<file path="src/hdl/status_reporting_pkg.sv">
// shared constants and carriers for the status reporting block
package status_reporting_pkg;

  // operation status bit positions
  localparam int OPER_TRIG_WAIT_BIT = 0;
  localparam int OPER_ARM_WAIT_BIT  = 1;
  localparam int OPER_SCAN_BIT      = 4;
  localparam logic [15:0] OPER_IMPL_MASK = 16'h0013;

  // standard event bit positions
  localparam int STD_POWER_ON_BIT  = 0;
  localparam int STD_CMD_ERR_BIT   = 2;
  localparam int STD_EXEC_ERR_BIT  = 3;
  localparam int STD_DEV_ERR_BIT   = 4;
  localparam int STD_QUERY_ERR_BIT = 5;
  localparam int STD_OP_DONE_BIT   = 7;
  localparam logic [7:0] STD_IMPL_MASK = 8'hbd;

  // status byte bit positions
  localparam int STB_MAV_BIT = 4;
  localparam int STB_ESB_BIT = 5;
  localparam int STB_RQS_BIT = 6;
  localparam int STB_OPR_BIT = 7;

  // values after reset
  localparam logic [15:0] OPER_EVENT_RESET  = 16'h0000;
  localparam logic [15:0] OPER_ENABLE_RESET = 16'h0000;
  localparam logic [7:0]  STD_EVENT_RESET   = 8'h01;
  localparam logic [7:0]  STD_ENABLE_RESET  = 8'h00;
  localparam logic [7:0]  SRQ_ENABLE_RESET  = 8'h00;

  // register selectors on the command port
  typedef enum logic [2:0] {
    SEL_OPER_COND,
    SEL_OPER_EVENT,
    SEL_OPER_ENABLE,
    SEL_STD_EVENT,
    SEL_STD_ENABLE,
    SEL_STATUS_BYTE,
    SEL_SRQ_ENABLE,
    SEL_NONE
  } reg_sel_type;

  // one register access from the command interpreter
  typedef struct packed {
    logic        valid;
    logic        write;
    reg_sel_type sel;
    logic [15:0] wdata;
  } reg_req_type;

  // error and completion events from the command interpreter
  typedef struct packed {
    logic cmd_err;
    logic exec_err;
    logic dev_err;
    logic query_err;
    logic op_done;
  } std_events_type;

endpackage : status_reporting_pkg

</file>
<file path="src/hdl/event_group.sv">
// one condition/event/enable register group with its summary
`timescale 1ns/10ps
module event_group #(
  parameter int                 WIDTH      = 16,
  parameter logic [WIDTH-1:0]   IMPL_MASK  = '1,
  parameter logic [WIDTH-1:0]   EVENT_INIT = '0,
  parameter logic [WIDTH-1:0]   ENABLE_INIT = '0
) (
  input  wire logic             clk_i,
  input  wire logic             rst_n_i,
  input  wire logic             ce_i,
  input  wire logic [WIDTH-1:0] set_i,
  input  wire logic             event_clear_i,
  input  wire logic             enable_clear_i,
  input  wire logic             enable_write_i,
  input  wire logic [WIDTH-1:0] enable_data_i,
  output logic      [WIDTH-1:0] event_o,
  output logic      [WIDTH-1:0] enable_o,
  output logic                  summary_o
);

  logic [WIDTH-1:0] event_reg;
  logic [WIDTH-1:0] enable_reg;

  // set beats clear so an event arriving during a read is kept
  always_ff @(posedge clk_i or negedge rst_n_i) begin
    if (!rst_n_i) begin
      event_reg <= EVENT_INIT;
    end else if (ce_i) begin
      event_reg <= ((event_clear_i ? '0 : event_reg) | set_i) & IMPL_MASK;
    end
  end

  always_ff @(posedge clk_i or negedge rst_n_i) begin
    if (!rst_n_i) begin
      enable_reg <= ENABLE_INIT;
    end else if (ce_i) begin
      if (enable_clear_i) begin
        enable_reg <= '0;
      end else if (enable_write_i) begin
        enable_reg <= enable_data_i;
      end
    end
  end

  assign event_o   = event_reg;
  assign enable_o  = enable_reg;
  // combinational so the summary follows either register at once
  assign summary_o = |(event_reg & enable_reg);

endmodule : event_group

</file>
<file path="src/hdl/scpi_status_reporting.sv">
// status model: operation group, standard event group, status byte and service request
`timescale 1ns/10ps

// What this block does
// - operation condition follows live state, never latched
// - rising condition bits latch into event bits until cleared
// - enable masks are writable, readable and gate summary bits
// - operation register is 16 bits; only bits 0, 1 and 4 exist
// - reading operation event returns its value then clears it
// - status byte bit 7 set when enabled operation event is set
// - preset clears operation enable only, nothing else
// - clear-status clears events, status byte bits 5 and 7 and error queue, keeps masks; bit 4 still follows the output buffer
// - masked standard events drive status byte bit 5
// - power-on bit set at reset until read; bits 1 and 6 zero
// - bits 2 to 5 flag command, execution, device and query errors
// - bit 7 set once all commands through operation-complete finish
// - standard event enable is writable, readable and gates bit 5
// - status byte bit 4 shows output buffer holds data
// - clearing an event also clears its status byte summary
// - status byte read returns weighted sum of all its bits
// - service request enable selects bits summarized into bit 6
// - service request line asserts when enabled status events occur
// - scan-started condition bit is only momentary
// - operation-complete bit set when that command finishes executing
module scpi_status_reporting #(
  parameter int OPER_WIDTH = 16
) (
  input  wire logic                                 clk_i,
  input  wire logic                                 rst_n_i,
  input  wire logic                                 ce_i,
  input  wire logic                                 trig_wait_i,
  input  wire logic                                 arm_wait_i,
  input  wire logic                                 scan_start_i,
  input  wire status_reporting_pkg::std_events_type std_events_i,
  input  wire logic                                 out_buf_avail_i,
  input  wire status_reporting_pkg::reg_req_type    req_i,
  input  wire logic                                 preset_i,
  input  wire logic                                 clear_status_i,
  output logic                                      rd_valid_o,
  output logic      [15:0]                          rd_data_o,
  output logic                                      err_queue_clear_o,
  output logic                                      srq_o,
  output logic      [7:0]                           status_byte_o
);

  logic [OPER_WIDTH-1:0] oper_cond;
  logic [OPER_WIDTH-1:0] oper_cond_prev_reg;
  logic [OPER_WIDTH-1:0] oper_rise;
  logic [OPER_WIDTH-1:0] oper_event;
  logic [OPER_WIDTH-1:0] oper_enable;
  logic                  oper_summary;
  logic [7:0]            std_set;
  logic [7:0]            std_event;
  logic [7:0]            std_enable;
  logic                  std_summary;
  logic [7:0]            stb_raw;
  logic [7:0]            srq_enable_reg;
  logic                  rqs;
  logic                  rd_valid_reg;
  logic [15:0]           rd_data_reg;
  logic                  err_clear_reg;
  logic                  rd_oper_event;
  logic                  rd_std_event;

  function automatic logic is_op(input status_reporting_pkg::reg_req_type r,
                                 input status_reporting_pkg::reg_sel_type s,
                                 input logic wr);
    is_op = r.valid && (r.write == wr) && (r.sel == s);
  endfunction : is_op

  // live condition, no storage; scan start is a one-cycle pulse from the sequencer
  always_comb begin
    oper_cond = '0;
    oper_cond[status_reporting_pkg::OPER_TRIG_WAIT_BIT] = trig_wait_i;
    oper_cond[status_reporting_pkg::OPER_ARM_WAIT_BIT]  = arm_wait_i;
    oper_cond[status_reporting_pkg::OPER_SCAN_BIT]      = scan_start_i;
  end

  always_ff @(posedge clk_i or negedge rst_n_i) begin
    if (!rst_n_i) begin
      oper_cond_prev_reg <= '0;
    end else if (ce_i) begin
      oper_cond_prev_reg <= oper_cond;
    end
  end

  assign oper_rise     = oper_cond & ~oper_cond_prev_reg;
  assign rd_oper_event = is_op(req_i, status_reporting_pkg::SEL_OPER_EVENT, 1'b0);
  assign rd_std_event  = is_op(req_i, status_reporting_pkg::SEL_STD_EVENT, 1'b0);

  // unimplemented enable positions are stored but gate nothing
  event_group #(
    .WIDTH       (OPER_WIDTH),
    .IMPL_MASK   (OPER_WIDTH'(status_reporting_pkg::OPER_IMPL_MASK)),
    .EVENT_INIT  (OPER_WIDTH'(status_reporting_pkg::OPER_EVENT_RESET)),
    .ENABLE_INIT (OPER_WIDTH'(status_reporting_pkg::OPER_ENABLE_RESET))
  ) oper_group (
    .clk_i          (clk_i),
    .rst_n_i        (rst_n_i),
    .ce_i           (ce_i),
    .set_i          (oper_rise),
    .event_clear_i  (rd_oper_event || clear_status_i),
    .enable_clear_i (preset_i),
    .enable_write_i (is_op(req_i, status_reporting_pkg::SEL_OPER_ENABLE, 1'b1)),
    .enable_data_i  (req_i.wdata[OPER_WIDTH-1:0]),
    .event_o        (oper_event),
    .enable_o       (oper_enable),
    .summary_o      (oper_summary)
  );

  always_comb begin
    std_set = '0;
    std_set[status_reporting_pkg::STD_CMD_ERR_BIT]   = std_events_i.cmd_err;
    std_set[status_reporting_pkg::STD_EXEC_ERR_BIT]  = std_events_i.exec_err;
    std_set[status_reporting_pkg::STD_DEV_ERR_BIT]   = std_events_i.dev_err;
    std_set[status_reporting_pkg::STD_QUERY_ERR_BIT] = std_events_i.query_err;
    std_set[status_reporting_pkg::STD_OP_DONE_BIT]   = std_events_i.op_done;
  end

  // power-on bit comes from the reset value; bits 1 and 6 masked off
  event_group #(
    .WIDTH       (8),
    .IMPL_MASK   (status_reporting_pkg::STD_IMPL_MASK),
    .EVENT_INIT  (status_reporting_pkg::STD_EVENT_RESET),
    .ENABLE_INIT (status_reporting_pkg::STD_ENABLE_RESET)
  ) std_group (
    .clk_i          (clk_i),
    .rst_n_i        (rst_n_i),
    .ce_i           (ce_i),
    .set_i          (std_set),
    .event_clear_i  (rd_std_event || clear_status_i),
    .enable_clear_i (1'b0),
    .enable_write_i (is_op(req_i, status_reporting_pkg::SEL_STD_ENABLE, 1'b1)),
    .enable_data_i  (req_i.wdata[7:0]),
    .event_o        (std_event),
    .enable_o       (std_enable),
    .summary_o      (std_summary)
  );

  always_ff @(posedge clk_i or negedge rst_n_i) begin
    if (!rst_n_i) begin
      srq_enable_reg <= status_reporting_pkg::SRQ_ENABLE_RESET;
    end else if (ce_i && is_op(req_i, status_reporting_pkg::SEL_SRQ_ENABLE, 1'b1)) begin
      srq_enable_reg <= req_i.wdata[7:0];
    end
  end

  // status byte is pure summary, so clearing any source clears it too
  always_comb begin
    stb_raw = '0;
    stb_raw[status_reporting_pkg::STB_MAV_BIT] = out_buf_avail_i;
    stb_raw[status_reporting_pkg::STB_ESB_BIT] = std_summary;
    stb_raw[status_reporting_pkg::STB_OPR_BIT] = oper_summary;
  end

  // bit 6 excluded from its own mask to avoid a loop
  assign rqs = |(stb_raw & srq_enable_reg & ~(8'h01 << status_reporting_pkg::STB_RQS_BIT));

  always_comb begin
    status_byte_o = stb_raw;
    status_byte_o[status_reporting_pkg::STB_RQS_BIT] = rqs;
  end

  // line follows the request summary, released as soon as nothing enabled remains
  assign srq_o = rqs;

  // read answer one cycle after the request
  always_ff @(posedge clk_i or negedge rst_n_i) begin
    if (!rst_n_i) begin
      rd_valid_reg <= 1'b0;
      rd_data_reg  <= 16'h0000;
    end else if (ce_i) begin
      rd_valid_reg <= req_i.valid && !req_i.write;
      if (req_i.valid && !req_i.write) begin
        unique case (req_i.sel)
          status_reporting_pkg::SEL_OPER_COND:   rd_data_reg <= 16'(oper_cond);
          status_reporting_pkg::SEL_OPER_EVENT:  rd_data_reg <= 16'(oper_event);
          status_reporting_pkg::SEL_OPER_ENABLE: rd_data_reg <= 16'(oper_enable);
          status_reporting_pkg::SEL_STD_EVENT:   rd_data_reg <= {8'h00, std_event};
          status_reporting_pkg::SEL_STD_ENABLE:  rd_data_reg <= {8'h00, std_enable};
          status_reporting_pkg::SEL_STATUS_BYTE: rd_data_reg <= {8'h00, status_byte_o};
          status_reporting_pkg::SEL_SRQ_ENABLE:  rd_data_reg <= {8'h00, srq_enable_reg};
          status_reporting_pkg::SEL_NONE:        rd_data_reg <= 16'h0000;
        endcase
      end
    end
  end

  always_ff @(posedge clk_i or negedge rst_n_i) begin
    if (!rst_n_i) begin
      err_clear_reg <= 1'b0;
    end else if (ce_i) begin
      err_clear_reg <= clear_status_i;
    end
  end

  assign rd_valid_o        = rd_valid_reg;
  assign rd_data_o         = rd_data_reg;
  assign err_queue_clear_o = err_clear_reg;

endmodule : scpi_status_reporting

</file>
<file path="config.mk">
export PLATFORM = sky130hd
export DESIGN_NAME = scpi_status_reporting
export DESIGN_NICKNAME = d
export VERILOG_FILES = /design/src/hdl/status_reporting_pkg.sv /design/src/hdl/event_group.sv /design/src/hdl/scpi_status_reporting.sv
export SDC_FILE = /design/constraint.sdc
export NUM_CORES = 1
export LEC_CHECK = 0
export ABC_AREA = 0
export BUFFER_PORTS_ARGS = -buffer_cell sky130_fd_sc_hd__buf_4
export CORE_UTILIZATION = 54
export CTS_CLUSTER_DIAMETER = 100
export DETAILED_ROUTE_END_ITERATION = 6
export PLACE_DENSITY = 0.8
export SETUP_SLACK_MARGIN = 0.15
export SYNTH_ARGS = -nofsm -noshare
export SYNTH_HDL_FRONTEND = slang
export SYNTH_SLANG_ARGS = --single-unit
</file>
<file path="constraint.sdc">
create_clock -name clk_i -period 1.9 [get_ports clk_i]
set_clock_uncertainty 0.05 [all_clocks]
set_input_delay 0.285 -clock clk_i [delete_from_list [all_inputs] [get_ports clk_i]]
set_output_delay 0.285 -clock clk_i [all_outputs]
set_load 0.05 [all_outputs]
</file>
==> results of run 1 <==
[layer usage]
layer	track usage, %	wire, um	up-vias	part of all wire (%)
li1	-	-	990	-
met5	0	0	-	0
met2	37.5	3010	86	46
met1	37.5	2940	1052	45
met4	14.3	141	0	2.2
met3	5.83	431	13	6.6
[worst reg2reg max path, delay by kind of cell (launching register included)]
family | cells | cell delay, ns
flip-flops | 1 | 0.38
AO/OA/AOI/OAI | 3 | 1.15
AND/OR/NAND/NOR | 1 | 0.08
[Yosys cell counts, types with 2 or more instances]
master	n	area, um^2
dfrtp_1	61	1530
a32oi_1	2	17.5
nand2b_1	2	12.5
nand3b_1	2	15.0
mux2i_1	4	40.0
clkbuf_1	6	22.5
o21a_1	2	15.0
mux2_2	22	248
a22o_1	29	254
a22oi_1	7	52.6
inv_1	9	33.8
nor3_1	2	10.0
nor2_1	5	18.8
nand3_1	3	15.0
nand2_1	11	41.3
nor2b_1	4	25.0
a31oi_1	5	31.3
buf_2	3	15.0
a221o_1	3	30.0
a21oi_1	2	10.0
o22ai_1	3	18.8
o21ai_0	15	75.1
buf_4	13	97.6
[per-stage QoR]
stage	util, %	power (uW)
3_5_place_dp	68.7	2270
6_report	73.7	3410
2_1_floorplan	-	2030
3_3_place_gp	68.7	2250
4_1_cts	73.7	3420
5_1_grt	73.7	3540
[power breakdown]
part / switching (uW) / internal, uW
logic: 437 / 301
clock network: 508 / 625
registers: 84.1 / 1450
[final timing paths]
| path | slack (ns) | end | start | depth (start not counted) |
|---|---|---|---|---|
| setup / recovery | -0.23 | status_byte_o[6] | oper_group.event_o[0]$_DFFE_PN0P_ | 4 |
| hold reg to reg | 0.41 | oper_group.event_o[0]$_DFFE_PN0P_ | oper_cond_prev_reg[0]$_DFFE_PN0P_ | 1 |
| hold / removal | 0.10 | oper_group.enable_o[12]$_DFFE_PN0P_ | req_i[12] | 2 |
| setup reg to reg | 0.13 | rd_data_o[6]$_DFFE_PN0P_ | oper_group.event_o[0]$_DFFE_PN0P_ | 4 |
| min in group asynchronous | 0.43 | rd_data_o[8]$_DFFE_PN0P_ | rst_n_i | 3 |
| max in group asynchronous | 1.07 | std_group.event_o[0]$_DFFE_PN1P_ | rst_n_i | 3 |
[kinds of logic after synthesis]
kind of cell	Yosys count
compound gates	74
buf+inv	31
flops	62
mux	26
other cells	1
simple gates	38
[what timing repair did]
item,in CTS,in global routing
hold buffers,1,0
setup buffers,3,0
pin swaps,1,0
hold endpoints to repair,61,0
endpoints found under the setup margin,3,4
gates resized for setup,7,0
[cell type report]
| class | instances | area [um^2] |
|---|---|---|
| repair buffers | 75 | 626 |
| clock inverters | 5 | 50.0 |
| multi-input cells | 142 | 1090 |
| flip-flops and latches | 62 | 1550 |
| inverters | 9 | 33.8 |
| well taps | 67 | 83.8 |
| clock buffers | 10 | 138 |
| fillers | 350 | 1280 |
==> results.txt, run 1 <==
Max VDD drop: 0.000599 V
crit-path cells: a222oi_1 > nor2_1 > a221o_2 > buf_8
mux share of post-synthesis cell area: 10.3%
most frequent cells in the layout: 68 x buf_4, 61 x dfrtp_1, 29 x a22o_1, 22 x mux2_2, 15 x o21ai_0
Hold Slack: 0.103 ns
clock transition at the registers of the reported paths: 0.07 ns
upper clock frequency limit: 0.469 GHz
clock period minus worst slack: 2.13 ns
crit path max fanout: 3
Clock Latency Late Sink: 0.34 ns
final hold vios: 0
Antenna Diode Count: 0
die area: 5470 um^2
setup_tns: -0.467 ns
total grt overflow: 0
starting density of the core: 57.7%
Longest Clk Path Bufs: 2
CTS root buffer: clkbuf_8
drt total wl: 6.53 mm
Compound-Gate Fraction of Synth Area: 19.8%
Remaining DRCs: 0
H-tree Lvls: 3
critical path's top delay family: compound AO/OA/AOI/OAI gates
Num CTS Buffers: 9
Adder-Cell Fraction of Synth Area: 0%
Rel. slew slack: 64.3%
Avg Cell Area, Syn: 12.1 um^2
Final period util: 112%
die width: 74.0 um
DP Worst Slack: 0.116 ns
post-synthesis simple-gate area fraction: 8.23%
Hold Path Class: input port to flip-flop
Inst Count DP: 351
final setup fails: 2
cell row count: 25
worst setup margin: -0.233 ns
Max-Cap Viols: 0
Global Route Usage Sum: 26.3%
final antenna-violating net count: 0
first-pass GRT wire length: 10.3 mm
PD cells: 954 nW/um^2
register area share after synthesis: 55.5%
failing checks: negative setup slack
Synth Area in XOR/XNOR: 0%
share of cells above drive strength 1: 38.9%
drt initial violations: 118
Ports: 62
Worst Path Arrival: 1.80 ns
Crit path required time: 1.56 ns
ys async rst share: 100%
Leak: 0.00172 uW
max-slew violations: 0
Synth Cell Area: 2800 um^2
ys flop type: dfrtp_1
worst path bufs/invs: 1
Yosys warning count: 0
cell area after layout: 3570 um^2
WL per Instance: 17.6 um
Area after DPL: 3330 um^2
antenna violations before repair: 0
largest net degree at the start of global routing: 63
area added between synthesis and finish: 27.7%
Die Y: 74.0 um
Core ar.: 4850 um^2
Critical Path Sink Type: output pin
CP startpoint kind: flip-flop
run status: finished, violations left
number of global-route vias before repair: 2067
Vias per Instance: 5.79
IO Port Bufs: 57
flop and latch count out of synthesis: 62
Yosys cell types: 40
largest family of logic cells by synthesized area: compound AO/OA/AOI/OAI gates
CP max-delay cell: a222oi_1
crit path kind: flip-flop to output pin
CTS tree: built
drt pass-1 iters: 4
Syn Inst Count: 232
dpl hpwl: 4.62 mm
Final Instance Count excl. Fillers: 370
slowest stage delay, CP: 0.45 ns
routed vias: 2141
Slew @ Worst Pin: 0.536 ns
layout net count: 334
commonest non-fill, non-tap cell in the layout: buf_4
Post-synth EDFFs: 0
GPL Wtd Cong: 0.832
RSZ-0062 raised after global routing: yes
Sink Count: 62
Note: power is estimated with default switching activity, not from simulation.
==> run 2, diff against run 1 <==
SETUP_SLACK_MARGIN = 0.4   (was 0.15)
==> run 2 against run 1 <==
Against the previous run: the run still ends with negative setup slack left; sequential share of layout area shrank 0.30 points; non-clock buffer count shrank 2; sequential cell count is the same; sequential power is essentially flat; largest power group unchanged; global-route usage grew 0.73 points; register-to-register slack lost 0.05 ns; design area grew 0.70%; first-iteration DRC count grew 40%; worst setup slack lost 0.035 ns; via count grew 2.6%; hold slack gained 0.0073 ns.
==> results.txt, run 2 (same netlist as run 1, synthesis figures left out) <==
run status: finished, violations left
failing checks: negative setup slack
crit path kind: flip-flop to output pin
number of global-route vias before repair: 2065 (-0.097%)
critical path's top delay family: compound AO/OA/AOI/OAI gates
DP Worst Slack: 0.0997 ns (-0.0159 ns)
most frequent cells in the layout: 66 x buf_4, 61 x dfrtp_1, 29 x a22o_1, 22 x mux2_2, 14 x o21ai_0
Ports: 62 (unchanged)
fillers: 331 (-5.4%)
first-pass GRT wire length: 10.6 mm (+2.8%)
Sink Count: 62 (unchanged)
drt pass-1 iters: 5 (+1)
drt total wl: 6.70 mm (+2.6%)
Core ar.: 4850 um^2 (unchanged)
layout net count: 332 (-0.60%)
cell row count: 25 (unchanged)
Max VDD drop: 0.000768 V (+28%)
worst path bufs/invs: 1 (unchanged)
slowest stage delay, CP: 0.44 ns (about the same)
PD cells: 986 nW/um^2 (+3.4%)
drt initial violations: 165 (+40%)
starting density of the core: 57.7% (unchanged)
CTS tree: built
final hold vios: 0 (unchanged)
largest net degree at the start of global routing: 63 (unchanged)
dpl hpwl: 4.54 mm (-1.7%)
fin util: 74.2% (+0.52 points)
CP startpoint kind: flip-flop
die area: 5470 um^2 (unchanged)
Crit path required time: 1.56 ns (about the same)
Inst Count DP: 349 (-0.57%)
Leak: 0.00172 uW (about the same)
H-tree Lvls: 3 (unchanged)
crit path max fanout: 3 (unchanged)
final setup fails: 2 (unchanged)
Antenna Diode Count: 0 (unchanged)
Final period util: 114% (+1.8 points)
commonest non-fill, non-tap cell in the layout: buf_4
Clock Latency Late Sink: 0.33 ns (about the same)
antenna violations before repair: 0 (unchanged)
Slew @ Worst Pin: 0.769 ns (+0.232 ns)
worst setup margin: -0.269 ns (-0.0351 ns)
Hold Path Class: input port to flip-flop
GPL Wtd Cong: 0.877 (+5.4%)
routed vias: 2197 (+2.6%)
IO Port Bufs: 57 (unchanged)
RSZ-0062 raised after global routing: yes
final antenna-violating net count: 0 (unchanged)
CP max-delay cell: a222oi_1
Remaining DRCs: 0 (unchanged)
Num CTS Buffers: 9 (unchanged)
Critical Path Sink Type: output pin
WL per Instance: 18.1 um (+2.9%)
Worst Path Arrival: 1.83 ns (+0.03 ns)
Global Route Usage Sum: 27.0% (+0.73 points)
Rel. slew slack: 48.8% (-15 points)
total grt overflow: 0 (unchanged)
upper clock frequency limit: 0.461 GHz (-1.6%)
Final Instance Count excl. Fillers: 369 (-0.27%)
max-slew violations: 0 (unchanged)
Longest Clk Path Bufs: 2 (unchanged)
crit-path cells: a222oi_1 > nor2_1 > a221o_2 > buf_8
area added between synthesis and finish: 28.6%
CTS root buffer: clkbuf_8
clock period minus worst slack: 2.17 ns (+0.0351 ns)
die width: 74.0 um (unchanged)
Max-Cap Viols: 0 (unchanged)
share of cells above drive strength 1: 39.1% (+0.13 points)
Vias per Instance: 5.95 (+2.9%)
Die Y: 74.0 um (unchanged)
clock transition at the registers of the reported paths: 0.07 ns (about the same)
==> run 2: worst reg2reg max path, delay by kind of cell (launching register included) <==
| kind | cells | cell delay (ns) |
|---|---|---|
| AOI/OAI and AO/OA | 3 | 1.15 |
| DFF | 1 | 0.39 |
| and+or+nand+nor | 1 | 0.11 |
==> run 2: area by class of cell <==
class | count | area, um^2 | share of cell area, %
Clock buffer | 12 | 145 | 4.03
Clock inverter | 4 | 70.1 | 1.95
Inverter | 9 | 33.8 | 0.939
Multi-Input combinational cell | 142 | 1120 | 31.1
Sequential cell | 62 | 1550 | 43.2
Tap cell | 67 | 83.8 | 2.33
Timing Repair Buffer | 73 | 593 | 16.5
==> run 2: final timing paths <==
check	startpoint	to	slack [ns]	cells after the start
hold / removal	req_i[15]	oper_group.enable_o[15]$_DFFE_PN0P_	0.11	2
min in group asynchronous	rst_n_i	oper_group.enable_o[3]$_DFFE_PN0P_	0.51	2
setup reg to reg	oper_group.enable_o[0]$_DFFE_PN0P_	rd_data_o[6]$_DFFE_PN0P_	0.08	4
setup / recovery	oper_group.enable_o[0]$_DFFE_PN0P_	status_byte_o[6]	-0.27	4
max in group asynchronous	rst_n_i	oper_cond_prev_reg[0]$_DFFE_PN0P_	0.78	2
hold reg to reg	oper_cond_prev_reg[4]$_DFFE_PN0P_	oper_group.event_o[4]$_DFFE_PN0P_	0.42	1
==> run 2: repair_timing <==
item | 4_1_cts | 5_1_grt
pin swaps | 4 | 4
gates cloned | 0 | 0
endpoints found under the setup margin | 6 | 6
buffers inserted | 2 | 1
hold buffers | 1 | 0
hold endpoints to repair | 29 | 0
resized for setup | 13 | 1
==> run 2: through the flow <==
step,hold WS (ns),power (uW),instance area (um^2),setup TNS (ns)
2_1_floorplan,-0.0606,2030,2820,0
3_3_place_gp,0.352,2240,3300,0
3_5_place_dp,0.352,2260,3300,0
4_1_cts,0.105,3560,3590,-0.544
5_1_grt,0.111,3670,3600,-0.719
6_report,0.111,3550,3600,-0.536
==> run 2: power breakdown <==
part | internal [uW] | switching, uW
clock | 771 | 484
combinational | 305 | 448
sequential | 1450 | 88.0
==> run 2: metal layers <==
| metal | up-vias | part of all wire [%] | GRT usage, % |
|---|---|---|---|
| met1 | 1114 | 42 | 35.8 |
| met5 | - | 0 | 0 |
| met4 | 0 | 1.5 | 11.5 |
| met3 | 9 | 5.9 | 5.83 |
| li1 | 989 | - | - |
| met2 | 85 | 50 | 43.1 |
==> run 3, diff against run 2 <==
CORE_UTILIZATION = 55   (was 54)
CTS_BUF_LIST = sky130_fd_sc_hd__clkbuf_8   (was default)
PLACE_DENSITY = 0.92   (was 0.8)
==> run 3 against run 2 <==
Against the previous run: the run still ends with negative setup slack left; global-route usage is 2.5 points higher; register-to-register slack better by 0.03 ns; fmax is 0.45% higher.
==> results.txt, run 3 (same netlist as run 1, synthesis figures left out) <==
layout net count: 330 (-0.60%)
Die Y: 73.3 um (-0.89%)
Core ar.: 4820 um^2 (-0.65%)
crit path max fanout: 3 (unchanged)
Num CTS Buffers: 9 (unchanged)
dpl hpwl: 4.81 mm (+6.1%)
WL met2: 3.78 mm (+13%)
routed vias: 2263 (+3.0%)
WL per Instance: 19.9 um (+9.7%)
clock period minus worst slack: 2.16 ns (-0.00973 ns)
Top Metal Used: met4
failing checks: negative setup slack
GPL Wtd Cong: 0.866 (-1.3%)
number of global-route vias before repair: 2254 (+9.2%)
CTS root buffer: clkbuf_8
Antenna Diode Count: 0 (unchanged)
drt initial violations: 224 (+36%)
Sink Count: 62 (unchanged)
worst setup margin: -0.259 ns (+0.00973 ns)
Leak: 0.00172 uW (-0.41%)
Hold Path Class: input port to flip-flop
H-tree Lvls: 3 (unchanged)
Global Route Usage Sum: 29.5% (+2.5 points)
run status: finished, violations left
drt total wl: 7.31 mm (+9.1%)
Max-Cap Viols: 0 (unchanged)
die width: 73.3 um (-0.89%)
Clock Latency Late Sink: 0.36 ns (+0.03 ns)
most frequent cells in the layout: 63 x buf_4, 61 x dfrtp_1, 29 x a22o_1, 22 x mux2_2, 14 x o21ai_0
Rel. slew slack: 49.7% (+0.92 points)
PD cells: 967 nW/um^2 (-2.0%)
antenna violations before repair: 0 (unchanged)
crit path kind: flip-flop to output pin
upper clock frequency limit: 0.463 GHz (+0.45%)
die area: 5380 um^2 (-1.8%)
Vias per Instance: 6.17 (+3.6%)
Final Instance Count excl. Fillers: 367 (-0.54%)
met3 wire length: 506 um (+27%)
area added between synthesis and finish: 29.0%
total power draw: 3490 uW (-1.6%)
Final period util: 114% (-0.51 points)
fillers: 324 (-2.1%)
total grt overflow: 0 (unchanged)
CP startpoint kind: flip-flop
cell area after layout: 3610 um^2 (+0.35%)
slowest stage delay, CP: 0.44 ns (about the same)
Longest Clk Path Bufs: 2 (unchanged)
clock transition at the registers of the reported paths: 0.08 ns (about the same)
Remaining DRCs: 0 (unchanged)
worst path bufs/invs: 1 (unchanged)
Inst Count DP: 345 (-1.1%)
Area after DPL: 3280 um^2 (-0.53%)
final setup fails: 2 (unchanged)
Critical Path Sink Type: output pin
cell row count: 25 (unchanged)
commonest non-fill, non-tap cell in the layout: buf_4
Worst Path Arrival: 1.82 ns (about the same)
RSZ-0062 raised after global routing: yes
crit-path cells: a222oi_1 > nor2_1 > a221o_2 > buf_8
CTS tree: built
IO Port Bufs: 57 (unchanged)
final hold vios: 0 (unchanged)
largest net degree at the start of global routing: 63 (unchanged)
CP max-delay cell: a222oi_1
Metal-1 WL: 2.84 mm (-0.28%)
final antenna-violating net count: 0 (unchanged)
drt pass-1 iters: 4 (-1)
critical path's top delay family: compound AO/OA/AOI/OAI gates
Crit path required time: 1.56 ns (about the same)
max-slew violations: 0 (unchanged)
Max VDD drop: 0.000825 V (+7.4%)
starting density of the core: 58.1% (+0.37 points)
Ports: 62 (unchanged)
first-pass GRT wire length: 11.4 mm (+7.6%)
share of cells above drive strength 1: 40.3% (+1.3 points)
Slew @ Worst Pin: 0.755 ns (-0.0138 ns)
[run 3: worst reg2reg max path, stage by stage, from the launching register on]
cell and delay (ns):
dfrtp_1 0.38, a222oi_1 0.44, nor2_1 0.10, a221o_2 0.38, a221o_1 0.33
[run 3: per-stage QoR]
step	setup slack, ns	utilization, %	hold WS, ns	setup TNS (ns)
finish	-0.259	74.9	0.0927	-0.516
global route	-0.300	74.9	0.0932	-0.626
CTS	-0.217	74.6	0.0867	-0.433
detailed placement	0.120	68.1	0.345	0
global placement	0.166	68.1	0.338	0
floorplan	0.0696	-	-0.0606	0
[run 3: what timing repair did]
action                     4_1_cts  5_1_grt
buffers inserted                 4        1
pin swaps                        3        5
setup endpoints to repair        6       12
hold endpoints to repair        61        0
hold buffers                     1        0
resized for setup               19        1
[run 3: final timing paths]
| check | startpoint | end | slack (ns) | depth (start not counted) |
|---|---|---|---|---|
| setup / recovery | oper_group.enable_o[0]$_DFFE_PN0P_ | status_byte_o[6] | -0.26 | 4 |
| setup reg to reg | oper_group.enable_o[0]$_DFFE_PN0P_ | rd_data_o[6]$_DFFE_PN0P_ | 0.11 | 4 |
| min in group asynchronous | rst_n_i | rd_data_o[9]$_DFFE_PN0P_ | 0.49 | 2 |
| max in group asynchronous | rst_n_i | std_group.enable_o[1]$_DFFE_PN0P_ | 0.80 | 2 |
| hold reg to reg | oper_cond_prev_reg[4]$_DFFE_PN0P_ | oper_group.event_o[4]$_DFFE_PN0P_ | 0.42 | 1 |
| hold / removal | req_i[12] | oper_group.enable_o[12]$_DFFE_PN0P_ | 0.09 | 2 |
[run 3: power by group]
part,switching [uW],internal (uW)
sequential,102,1450
combinational,459,317
clock,526,635
total,1090,2400
[run 3: final cells by class]
| cell class | count | area (um^2) | share of cell area [%] |
|---|---|---|---|
| inverters | 9 | 33.8 | 0.936 |
| well taps | 67 | 83.8 | 2.32 |
| multi-input cells | 142 | 1140 | 31.7 |
| repair buffers | 71 | 594 | 16.5 |
| flip-flops and latches | 62 | 1550 | 43.0 |
| clock buffers | 10 | 138 | 3.81 |
| clock inverters | 6 | 62.6 | 1.73 |
[run 3: layer usage]
layer | track usage (%) | up-vias
met4 | 10.5 | 0
met3 | 10.6 | 24
met2 | 49.5 | 107
li1 | - | 986
met1 | 35.1 | 1146
met5 | 0 | -
